### config.mk
export PLATFORM = sky130hd
export DESIGN_NAME = sao_port
export DESIGN_NICKNAME = d
export VERILOG_FILES = /design/src/verilog/sao_pkg.sv /design/src/verilog/sao_sync2.sv /design/src/verilog/sao_port.sv
export SDC_FILE = /design/constraint.sdc
export NUM_CORES = 1
export LEC_CHECK = 0
export BUFFER_PORTS_ARGS = -buffer_cell sky130_fd_sc_hd__buf_2
export CORE_MARGIN = 1
export CORE_UTILIZATION = 60
export CTS_BUF_LIST = sky130_fd_sc_hd__clkbuf_4
export CTS_CLUSTER_SIZE = 24
export DETAILED_ROUTE_END_ITERATION = 8
export PLACE_DENSITY = 0.8
export SYNTH_ARGS = -nofsm -noshare
export SYNTH_HDL_FRONTEND = slang
export SYNTH_SLANG_ARGS = --single-unit
### constraint.sdc
create_clock -name mclk_i -period 5.04 [get_ports mclk_i]
set_clock_uncertainty 0.1 [all_clocks]
set_input_delay 0.252 -clock mclk_i [delete_from_list [all_inputs] [get_ports mclk_i]]
set_output_delay 0.252 -clock mclk_i [all_outputs]
set_load 0.01 [all_outputs]
### src/verilog/sao_pkg.sv
package sao_pkg;

    // ------------------------------------------------------------
    // Formats and modes
    // ------------------------------------------------------------
    typedef enum logic [1:0] {
        SAO_FMT_LJ20 = 2'b00,
        SAO_FMT_I2S20 = 2'b01,
        SAO_FMT_RJ16 = 2'b10,
        SAO_FMT_RJ20 = 2'b11
    } sao_fmt_e;

    localparam int SAO_SAMPLE_W = 20;
    localparam int SAO_BITS_HALF = 32;

    // ------------------------------------------------------------
    // Timing
    // ------------------------------------------------------------
    localparam int SAO_CLK_MHZ = 250;
    localparam int SAO_RESET_HOLD_SYSTEM_CLOCK = 1024;
    localparam int SAO_VALID_AFTER_FS = 18436;
    localparam int SAO_DRIFT_LOSS_BCK = 6;
    localparam int SAO_DRIFT_KEEP_BCK = 5;
    // Master bit clock divider: half period in mclk cycles
    localparam logic [7:0] SAO_MST_HALF_DIV = 8'h06;
    localparam logic [5:0] SAO_BCK_PER_LR = 6'h3F;

    // ------------------------------------------------------------
    // Carriers
    // ------------------------------------------------------------
    typedef struct packed {
        logic [SAO_SAMPLE_W-1:0] left;
        logic [SAO_SAMPLE_W-1:0] right;
    } sao_pair_s;

    typedef struct packed {
        logic bit_clock;
        logic word_clock;
        logic frame_valid_strobe;
    } sao_link_s;

endpackage : sao_pkg

### src/verilog/sao_sync2.sv
`timescale 1ns/1ps
module sao_sync2 (
    input  wire logic mclk_i,
    input  wire logic rst_i,
    input  wire logic d_i,
    output logic      q_o
);
    logic meta_ff;

    always_ff @(posedge mclk_i) begin
        if (rst_i) begin
            meta_ff <= 1'b0;
            q_o     <= 1'b0;
        end else begin
            meta_ff <= d_i;
            q_o     <= meta_ff;
        end
    end
endmodule : sao_sync2

### src/verilog/sao_port.sv
`timescale 1ns/1ps
// Behaviour
// - Format codes 00,10,11 pick MSB-first layouts
// - Code 01 is I2S; format latched at release
// - Data changes after bit clock falling edge
// - Master changes clocks after falling edge
// - Master bit clock 64x, strobe 2x word
// - Slave shifts first bit, then only while strobe high
// - Drift over 6 bits forces bipolar zero
// - Drift under 5 bits keeps output going
// - Sync loss only in slave mode
// - Filter transient after release or resync
// - Master clocks follow reset like data
// - Bypass low removes dc, high passes it
// - Output zero during reset plus 1024 cycles
module sao_port
    import sao_pkg::*;
(
    input  wire logic                    mclk_i,
    input  wire logic                    rst_i,
    input  wire logic                    reset_n_i,
    input  wire logic                    master_mode_i,
    input  wire logic [1:0]              format_select_i,
    input  wire logic                    hpf_bypass_i,
    input  wire sao_pair_s               sample_i,
    input  wire logic                    sample_valid_i,
    input  wire logic                    bit_clock_i,
    input  wire logic                    word_clock_i,
    input  wire logic                    frame_valid_strobe_i,
    output sao_link_s                    link_o,
    output logic                         link_oe_o,
    output logic                         data_o,
    output logic                         bipolar_zero_output_o,
    output logic                         hpf_bypass_o,
    output logic                         hpf_restart_o,
    output logic                         data_valid_o
);
    // ------------------------------------------------------------
    // Input synchronisers
    // ------------------------------------------------------------
    logic rstn_s, bck_s, lr_s, fs_s;
    sao_sync2 u_rst (.mclk_i(mclk_i), .rst_i(rst_i), .d_i(reset_n_i),            .q_o(rstn_s));
    sao_sync2 u_bck (.mclk_i(mclk_i), .rst_i(rst_i), .d_i(bit_clock_i),          .q_o(bck_s));
    sao_sync2 u_lr  (.mclk_i(mclk_i), .rst_i(rst_i), .d_i(word_clock_i),         .q_o(lr_s));
    sao_sync2 u_fs  (.mclk_i(mclk_i), .rst_i(rst_i), .d_i(frame_valid_strobe_i), .q_o(fs_s));

    // ------------------------------------------------------------
    // Reset sequence and format capture
    // ------------------------------------------------------------
    logic        rstn_d_ff;
    logic [10:0] hold_cnt_ff;
    logic        in_reset_ff;
    sao_fmt_e    fmt_ff;
    logic [14:0] valid_cnt_ff;
    logic        data_valid_ff;
    logic        mst_ff;

    always_ff @(posedge mclk_i) begin
        if (rst_i) begin
            rstn_d_ff   <= 1'b0;
            hold_cnt_ff <= 11'h000;
            in_reset_ff <= 1'b1;
            fmt_ff      <= SAO_FMT_LJ20;
            mst_ff      <= 1'b0;
        end else begin
            rstn_d_ff <= rstn_s;
            if (!rstn_s) begin
                hold_cnt_ff <= 11'h000;
                in_reset_ff <= 1'b1;
            end else if (!rstn_d_ff) begin
                fmt_ff <= sao_fmt_e'(format_select_i);
                mst_ff <= master_mode_i;
            end else if (in_reset_ff) begin
                if (hold_cnt_ff == 11'(SAO_RESET_HOLD_SYSTEM_CLOCK - 1)) begin
                    in_reset_ff <= 1'b0;
                end
                hold_cnt_ff <= hold_cnt_ff + 11'h001;
            end
        end
    end

    // ------------------------------------------------------------
    // Master clock generation
    // ------------------------------------------------------------
    logic [7:0] div_ff;
    logic       bck_m_ff, lr_m_ff, fs_m_ff;
    logic [5:0] bpos_ff;
    logic [5:0] nxt_bpos;
    logic       m_fall;
    logic [4:0] width;
    logic [5:0] start;

    assign m_fall   = mst_ff && !in_reset_ff && bck_m_ff && (div_ff == SAO_MST_HALF_DIV - 8'h01);
    assign nxt_bpos = bpos_ff + 6'h01;

    always_ff @(posedge mclk_i) begin
        if (rst_i || !mst_ff || in_reset_ff) begin
            div_ff   <= 8'h00;
            bck_m_ff <= 1'b0;
            bpos_ff  <= 6'h00;
            lr_m_ff  <= 1'b0;
            fs_m_ff  <= 1'b0;
        end else if (div_ff == SAO_MST_HALF_DIV - 8'h01) begin
            div_ff   <= 8'h00;
            bck_m_ff <= ~bck_m_ff;
            if (bck_m_ff) begin
                bpos_ff <= nxt_bpos;
                lr_m_ff <= nxt_bpos[5];
                // Strobe spans the data slots of the chosen layout
                fs_m_ff <= ({1'b0, nxt_bpos[4:0]} >= start) && ({1'b0, nxt_bpos[4:0]} < start + 6'(width));
            end
        end else begin
            div_ff <= div_ff + 8'h01;
        end
    end

    // ------------------------------------------------------------
    // Edge detection on the active link clock
    // ------------------------------------------------------------
    logic bck_d_ff, lr_d_ff, fs_smp_ff, lr_smp_ff, lr_raw_d_ff;
    logic s_rise, s_fall, bfall, lr_edge, lr_now;

    always_ff @(posedge mclk_i) begin
        if (rst_i) begin
            bck_d_ff    <= 1'b0;
            lr_d_ff     <= 1'b0;
            fs_smp_ff   <= 1'b0;
            lr_smp_ff   <= 1'b0;
            lr_raw_d_ff <= 1'b0;
        end else begin
            bck_d_ff    <= bck_s;
            lr_d_ff     <= lr_smp_ff;
            lr_raw_d_ff <= lr_s;
            if (s_rise) begin
                lr_smp_ff <= lr_s;
                fs_smp_ff <= fs_s;
            end
        end
    end

    assign s_rise  = bck_s && !bck_d_ff;
    assign s_fall  = !bck_s && bck_d_ff;
    assign bfall   = mst_ff ? m_fall : s_fall;
    assign lr_edge = mst_ff ? m_fall && (bpos_ff == 6'h1F || bpos_ff == SAO_BCK_PER_LR)
                            : (lr_s != lr_raw_d_ff);
    // Master phase flips on the same edge, so take the coming phase
    assign lr_now  = mst_ff ? (lr_edge ? (bpos_ff == 6'h1F) : lr_m_ff) : lr_s;

    // ------------------------------------------------------------
    // Sync loss detection (slave only)
    // ------------------------------------------------------------
    logic [7:0] bck_cnt_ff;
    logic [7:0] ref_cnt_ff;
    logic       locked_ff, lost_ff, armed_ff;
    logic [7:0] drift;

    assign drift = (bck_cnt_ff > ref_cnt_ff) ? bck_cnt_ff - ref_cnt_ff : ref_cnt_ff - bck_cnt_ff;

    always_ff @(posedge mclk_i) begin
        if (rst_i || mst_ff || in_reset_ff) begin
            bck_cnt_ff <= 8'h00;
            ref_cnt_ff <= 8'h00;
            locked_ff  <= 1'b0;
            lost_ff    <= 1'b0;
            armed_ff   <= 1'b0;
        end else begin
            if (s_rise) begin
                bck_cnt_ff <= bck_cnt_ff + 8'h01;
            end
            if (lr_smp_ff && !lr_d_ff) begin
                bck_cnt_ff <= 8'h00;
                ref_cnt_ff <= bck_cnt_ff;
                // First count after release is partial, so lock one period later
                armed_ff   <= 1'b1;
                locked_ff  <= armed_ff;
                if (locked_ff && drift > 8'(SAO_DRIFT_LOSS_BCK)) begin
                    lost_ff <= 1'b1;
                end else if (drift < 8'(SAO_DRIFT_KEEP_BCK)) begin
                    lost_ff <= 1'b0;
                end
            end
        end
    end

    // ------------------------------------------------------------
    // Valid data counter
    // ------------------------------------------------------------
    always_ff @(posedge mclk_i) begin
        if (rst_i || in_reset_ff || lost_ff) begin
            valid_cnt_ff  <= 15'h0000;
            data_valid_ff <= 1'b0;
        end else if (lr_edge && !lr_now && !data_valid_ff) begin
            valid_cnt_ff <= valid_cnt_ff + 15'h0001;
            if (valid_cnt_ff == 15'(SAO_VALID_AFTER_FS - 1)) begin
                data_valid_ff <= 1'b1;
            end
        end
    end

    // ------------------------------------------------------------
    // Serialiser
    // ------------------------------------------------------------
    sao_pair_s  pair_ff;
    logic [5:0] pos_ff;
    logic [5:0] slot;
    logic       dout_ff;
    logic       zero;
    logic [SAO_SAMPLE_W-1:0] word;

    assign slot   = lr_edge ? 6'h00 : pos_ff + 6'h01;
    assign zero   = in_reset_ff || lost_ff;
    assign word   = lr_now ? pair_ff.right : pair_ff.left;

    always_comb begin
        width = 5'h14;
        start = 6'h00;
        case (fmt_ff)
            SAO_FMT_LJ20:  start = 6'h00;
            SAO_FMT_I2S20: start = 6'h01;
            SAO_FMT_RJ16:  begin
                width = 5'h10;
                start = 6'h10;
            end
            SAO_FMT_RJ20:  start = 6'h0C;
            default:       start = 6'h00;
        endcase
    end

    always_ff @(posedge mclk_i) begin
        if (rst_i) begin
            pair_ff <= '0;
            pos_ff  <= 6'h00;
            dout_ff <= 1'b0;
        end else begin
            if (sample_valid_i) begin
                pair_ff <= sample_i;
            end
            if (lr_edge) begin
                pos_ff <= 6'h00;
            end else if (bfall) begin
                pos_ff <= slot;
            end
            if (zero) begin
                dout_ff <= 1'b0;
            end else if (lr_edge || bfall) begin
                // strobe low stops the shift after the first bit
                if (!mst_ff && !fs_smp_ff && slot != start) begin
                    dout_ff <= 1'b0;
                end else if (slot >= start && slot < start + 6'(width)) begin
                    dout_ff <= word[5'(SAO_SAMPLE_W - 1) - 5'(slot - start)];
                end else begin
                    dout_ff <= 1'b0;
                end
            end
        end
    end

    // ------------------------------------------------------------
    // Outputs
    // ------------------------------------------------------------
    logic lost_d_ff, rst_d_ff;
    always_ff @(posedge mclk_i) begin
        if (rst_i) begin
            lost_d_ff <= 1'b0;
            rst_d_ff  <= 1'b1;
        end else begin
            lost_d_ff <= lost_ff;
            rst_d_ff  <= in_reset_ff;
        end
    end

    assign hpf_restart_o         = (rst_d_ff && !in_reset_ff) || (lost_d_ff && !lost_ff);
    assign hpf_bypass_o          = hpf_bypass_i;
    assign link_o                = '{bit_clock: bck_m_ff, word_clock: lr_m_ff, frame_valid_strobe: fs_m_ff};
    assign link_oe_o             = mst_ff;
    assign data_o                = dout_ff;
    assign bipolar_zero_output_o = lost_ff;
    assign data_valid_o          = data_valid_ff;
endmodule : sao_port

==> run metrics <==
CTS Root Cell=clkbuf_4; worst path bufs/invs=1; H-Tree Depth=4; CTS tree=yes; CTS resizes=0; CTS Buf Count=17; DRT iter0 DRCs=319; worst-path fanout max=7; die area=~12,000 um^2; gpl congestion=just under 0.9; crit-path leading delay family=simple AND/OR/NAND/NOR gates; arrival time at the worst endpoint=~4700 ps; first-pass GRT wire length=25,500 um; count of different cell masters after synthesis=between 60 and 70; antenna-violating nets left=0; CP max-delay cell=or4b_4; final-stage net count=roughly 960; Die Height=109 um; Vias/cell=approximately 5.6; maxcap violations=0; WL met3=~500 um; grt ovf=0; max-slew violations=0; Ys Warns=0; setup TNS=0 ps; initial antenna violation count=0; Global Route Usage Sum=27.9%; final hold vios=0; highest metal used=met4; Finished Layout Cells=between 1,000 and 1,500; synthesized cell area=6810 um^2; Seq/Total Area, Yosys=between 30% and 40%; Row Count=38; WL final=15,600 um; average wire per standard cell=15.4 um; CP peak stage delay=approximately 550 ps; Post-Syn Instances=768; fin crit share=85.2%; vias in the first global route=around 5,700; slew margin rel.=between 20% and 30%; outcome=complete, no violations; I/O Pins=60; 1st-pass router iterations=7; CP required=5420 ps; HPWL after DPL=10,300 um; clock-pin slew on the worst setup and hold paths=110 ps; critical path's most frequent cell=ha_1; Cell Chain, Critical Path=or4b_4 > nor4_4 > a21oi_2 > or2b_1 > inv_1 > ha_1 > ha_1 > a31oi_1 > xnor2_1 > or3b_2 > a211o_1 > a221oi_1 > a211oi_1 > o31ai_1; post-layout util=between 70 and 80%; placeable core area=10,900 um^2; Die W=around 110 um; Mapped Nets=slightly below 900; placed cells=934; P_leak=~3.3 nW; Remaining DRCs=0; Skew-Pair Late Insertion Delay=560 ps; ys flop type=dfxtp_1; final hold slack=around 200 ps; pwr dens=between 200 and 250 nW/um^2; n_diodes=0; layout cells sized above 1=13.6%; hold buffers post-CTS=47; Avg Inst Size Synth=between 8 and 9 um^2; CP Launch Type=flip-flop; starting density of the core=between 60% and 70%; routed length on met1=between 6000 and 7000 um; # setup viols final=0; crit path kind=flip-flop to flip-flop; clock buffer depth=2; post-CTS setup buffers=0; RSZ-0062 raised after global routing=no; #FFs+latches synth=129; Async SR Flop Fraction=0%; Hold Crit Class=input pin to flip-flop; Final Total Pwr=~0.0019 W; Max Fclk=roughly 230 MHz; Post-synth EDFFs=0; WL met2=between 7000 and 8000 um; # clock sinks=approximately 130; Worst-Margin Slew=between 1000 and 1500 ps; VDD IR max=approximately 0.00031 V; via count=5,667; Port-buffer cells=57; largest net degree at the start of global routing=63; Tmin final=between 4000 and 5000 ps; Layout area overhead=15.8%; crit end category=flip-flop
## worst paths after layout
| check | startpoint | endpoint | slack, ps | cells after the start |
|---|---|---|---|---|
| worst min register to register | u_fs.meta_ff | u_fs.q_o | 350 | 1 |
| worst max-delay path | div_ff[3] | data_o | 750 | 14 |
| worst min-delay path | rst_i | pair_ff[15] | 200 | 3 |
| worst max register to register | div_ff[3] | data_o | 750 | 14 |
## registers in the layout, summed over array words and instances (netlist names), 2 cells and up
signal	cells
bck_cnt_ff	8
bpos_ff	5
div_ff	8
fmt_ff	2
hold_cnt_ff	11
pair_ff	40
pos_ff	6
ref_cnt_ff	8
valid_cnt_ff	15
## power breakdown
part	total (W)	internal (W)	switching [W]
Combinational	0.000168	0.0000863	0.0000814
Clock	0.000688	0.000297	0.000391
Sequential	0.00106	0.00104	0.0000147
## worst min-delay path, delay by kind of cell
kind | cells | cell delay (ps)
buf+inv | 2 | 410
simple gates | 1 | 160
## routing by layer
layer / track usage (%) / up-vias
met4: 13.7 / 0
met1: 31.1 / 2682
met3: 5.55 / 47
li1: - / 2805
met2: 50.3 / 133
met5: 0 / -
## kinds of logic (layout without fill, tap and decap cells)
family / count (synthesis) / after routing / share of synthesized area [%]
AOI/OAI and AO/OA: 98 / 98 / 9.93
buffers and inverters: 85 / 190 / 5.04
adders and majority gates: 47 / 47 / 8.86
muxes: 69 / 69 / 10.8
DFF: 129 / 129 / 37.9
xor gates and xnor gates: 54 / 54 / 7.06
and+or+nand+nor: 286 / 286 / 20.4
## area by class of cell
class | count | area [um^2]
well taps | 140 | 175
clock inverters | 14 | 143
multi-input cells | 554 | 3880
flip-flops and latches | 129 | 2580
clock buffers | 18 | 135
inverters | 52 | 195
repair buffers | 106 | 771
fillers | 828 | 3050
## Yosys cell counts, drive strengths merged, types with 12 or more instances
| cell | number | area [um^2] |
|---|---|---|
| nor2 | 128 | 480 |
| nand2 | 45 | 169 |
| ha | 45 | 563 |
| a211oi | 13 | 103 |
| inv | 52 | 195 |
| clkbuf | 21 | 78.8 |
| a21oi | 29 | 153 |
| buf | 12 | 68.8 |
| xnor2 | 28 | 245 |
| mux2i | 56 | 561 |
| o21ai | 15 | 75.1 |
| nor2b | 24 | 150 |
| nand3 | 21 | 105 |
| nand4 | 16 | 115 |
| xor2 | 26 | 235 |
| dfxtp | 129 | 2580 |
| or3 | 13 | 81.3 |
## layout by cell type (no fill, tap or decap), types with 3 or more instances in the layout
cell type      count
dfxtp_1          129
nor2_1           128
buf_2             57
mux2i_1           56
inv_1             52
dlygate4sd3_1     47
nand2_1           45
ha_1              45
xnor2_1           28
a21oi_1           27
xor2_1            25
nor2b_1           24
nand3_1           21
clkbuf_4          18
nand4_1           15
o21ai_0           15
or3_1             13
a211oi_1          12
mux2_2            11
nand2b_1           9
o22ai_1            6
and3_1             5
o31ai_1            5
o21a_1             5
clkinv_4           5
nor4_1             4
a31oi_1            4
clkinv_2           4
or2_2              3
nor3_1             3
## per-stage QoR
| stage | setup slack (ps) | instance area, um^2 |
|---|---|---|
| after floorplan | 1160 | 6810 |
| after global placement | 960 | 7130 |
| after detailed placement | 808 | 7130 |
| after CTS | 765 | 7880 |
| after global routing | 476 | 7880 |
| final | 745 | 7880 |
No activity file was read; power rests on OpenSTA's default activity.
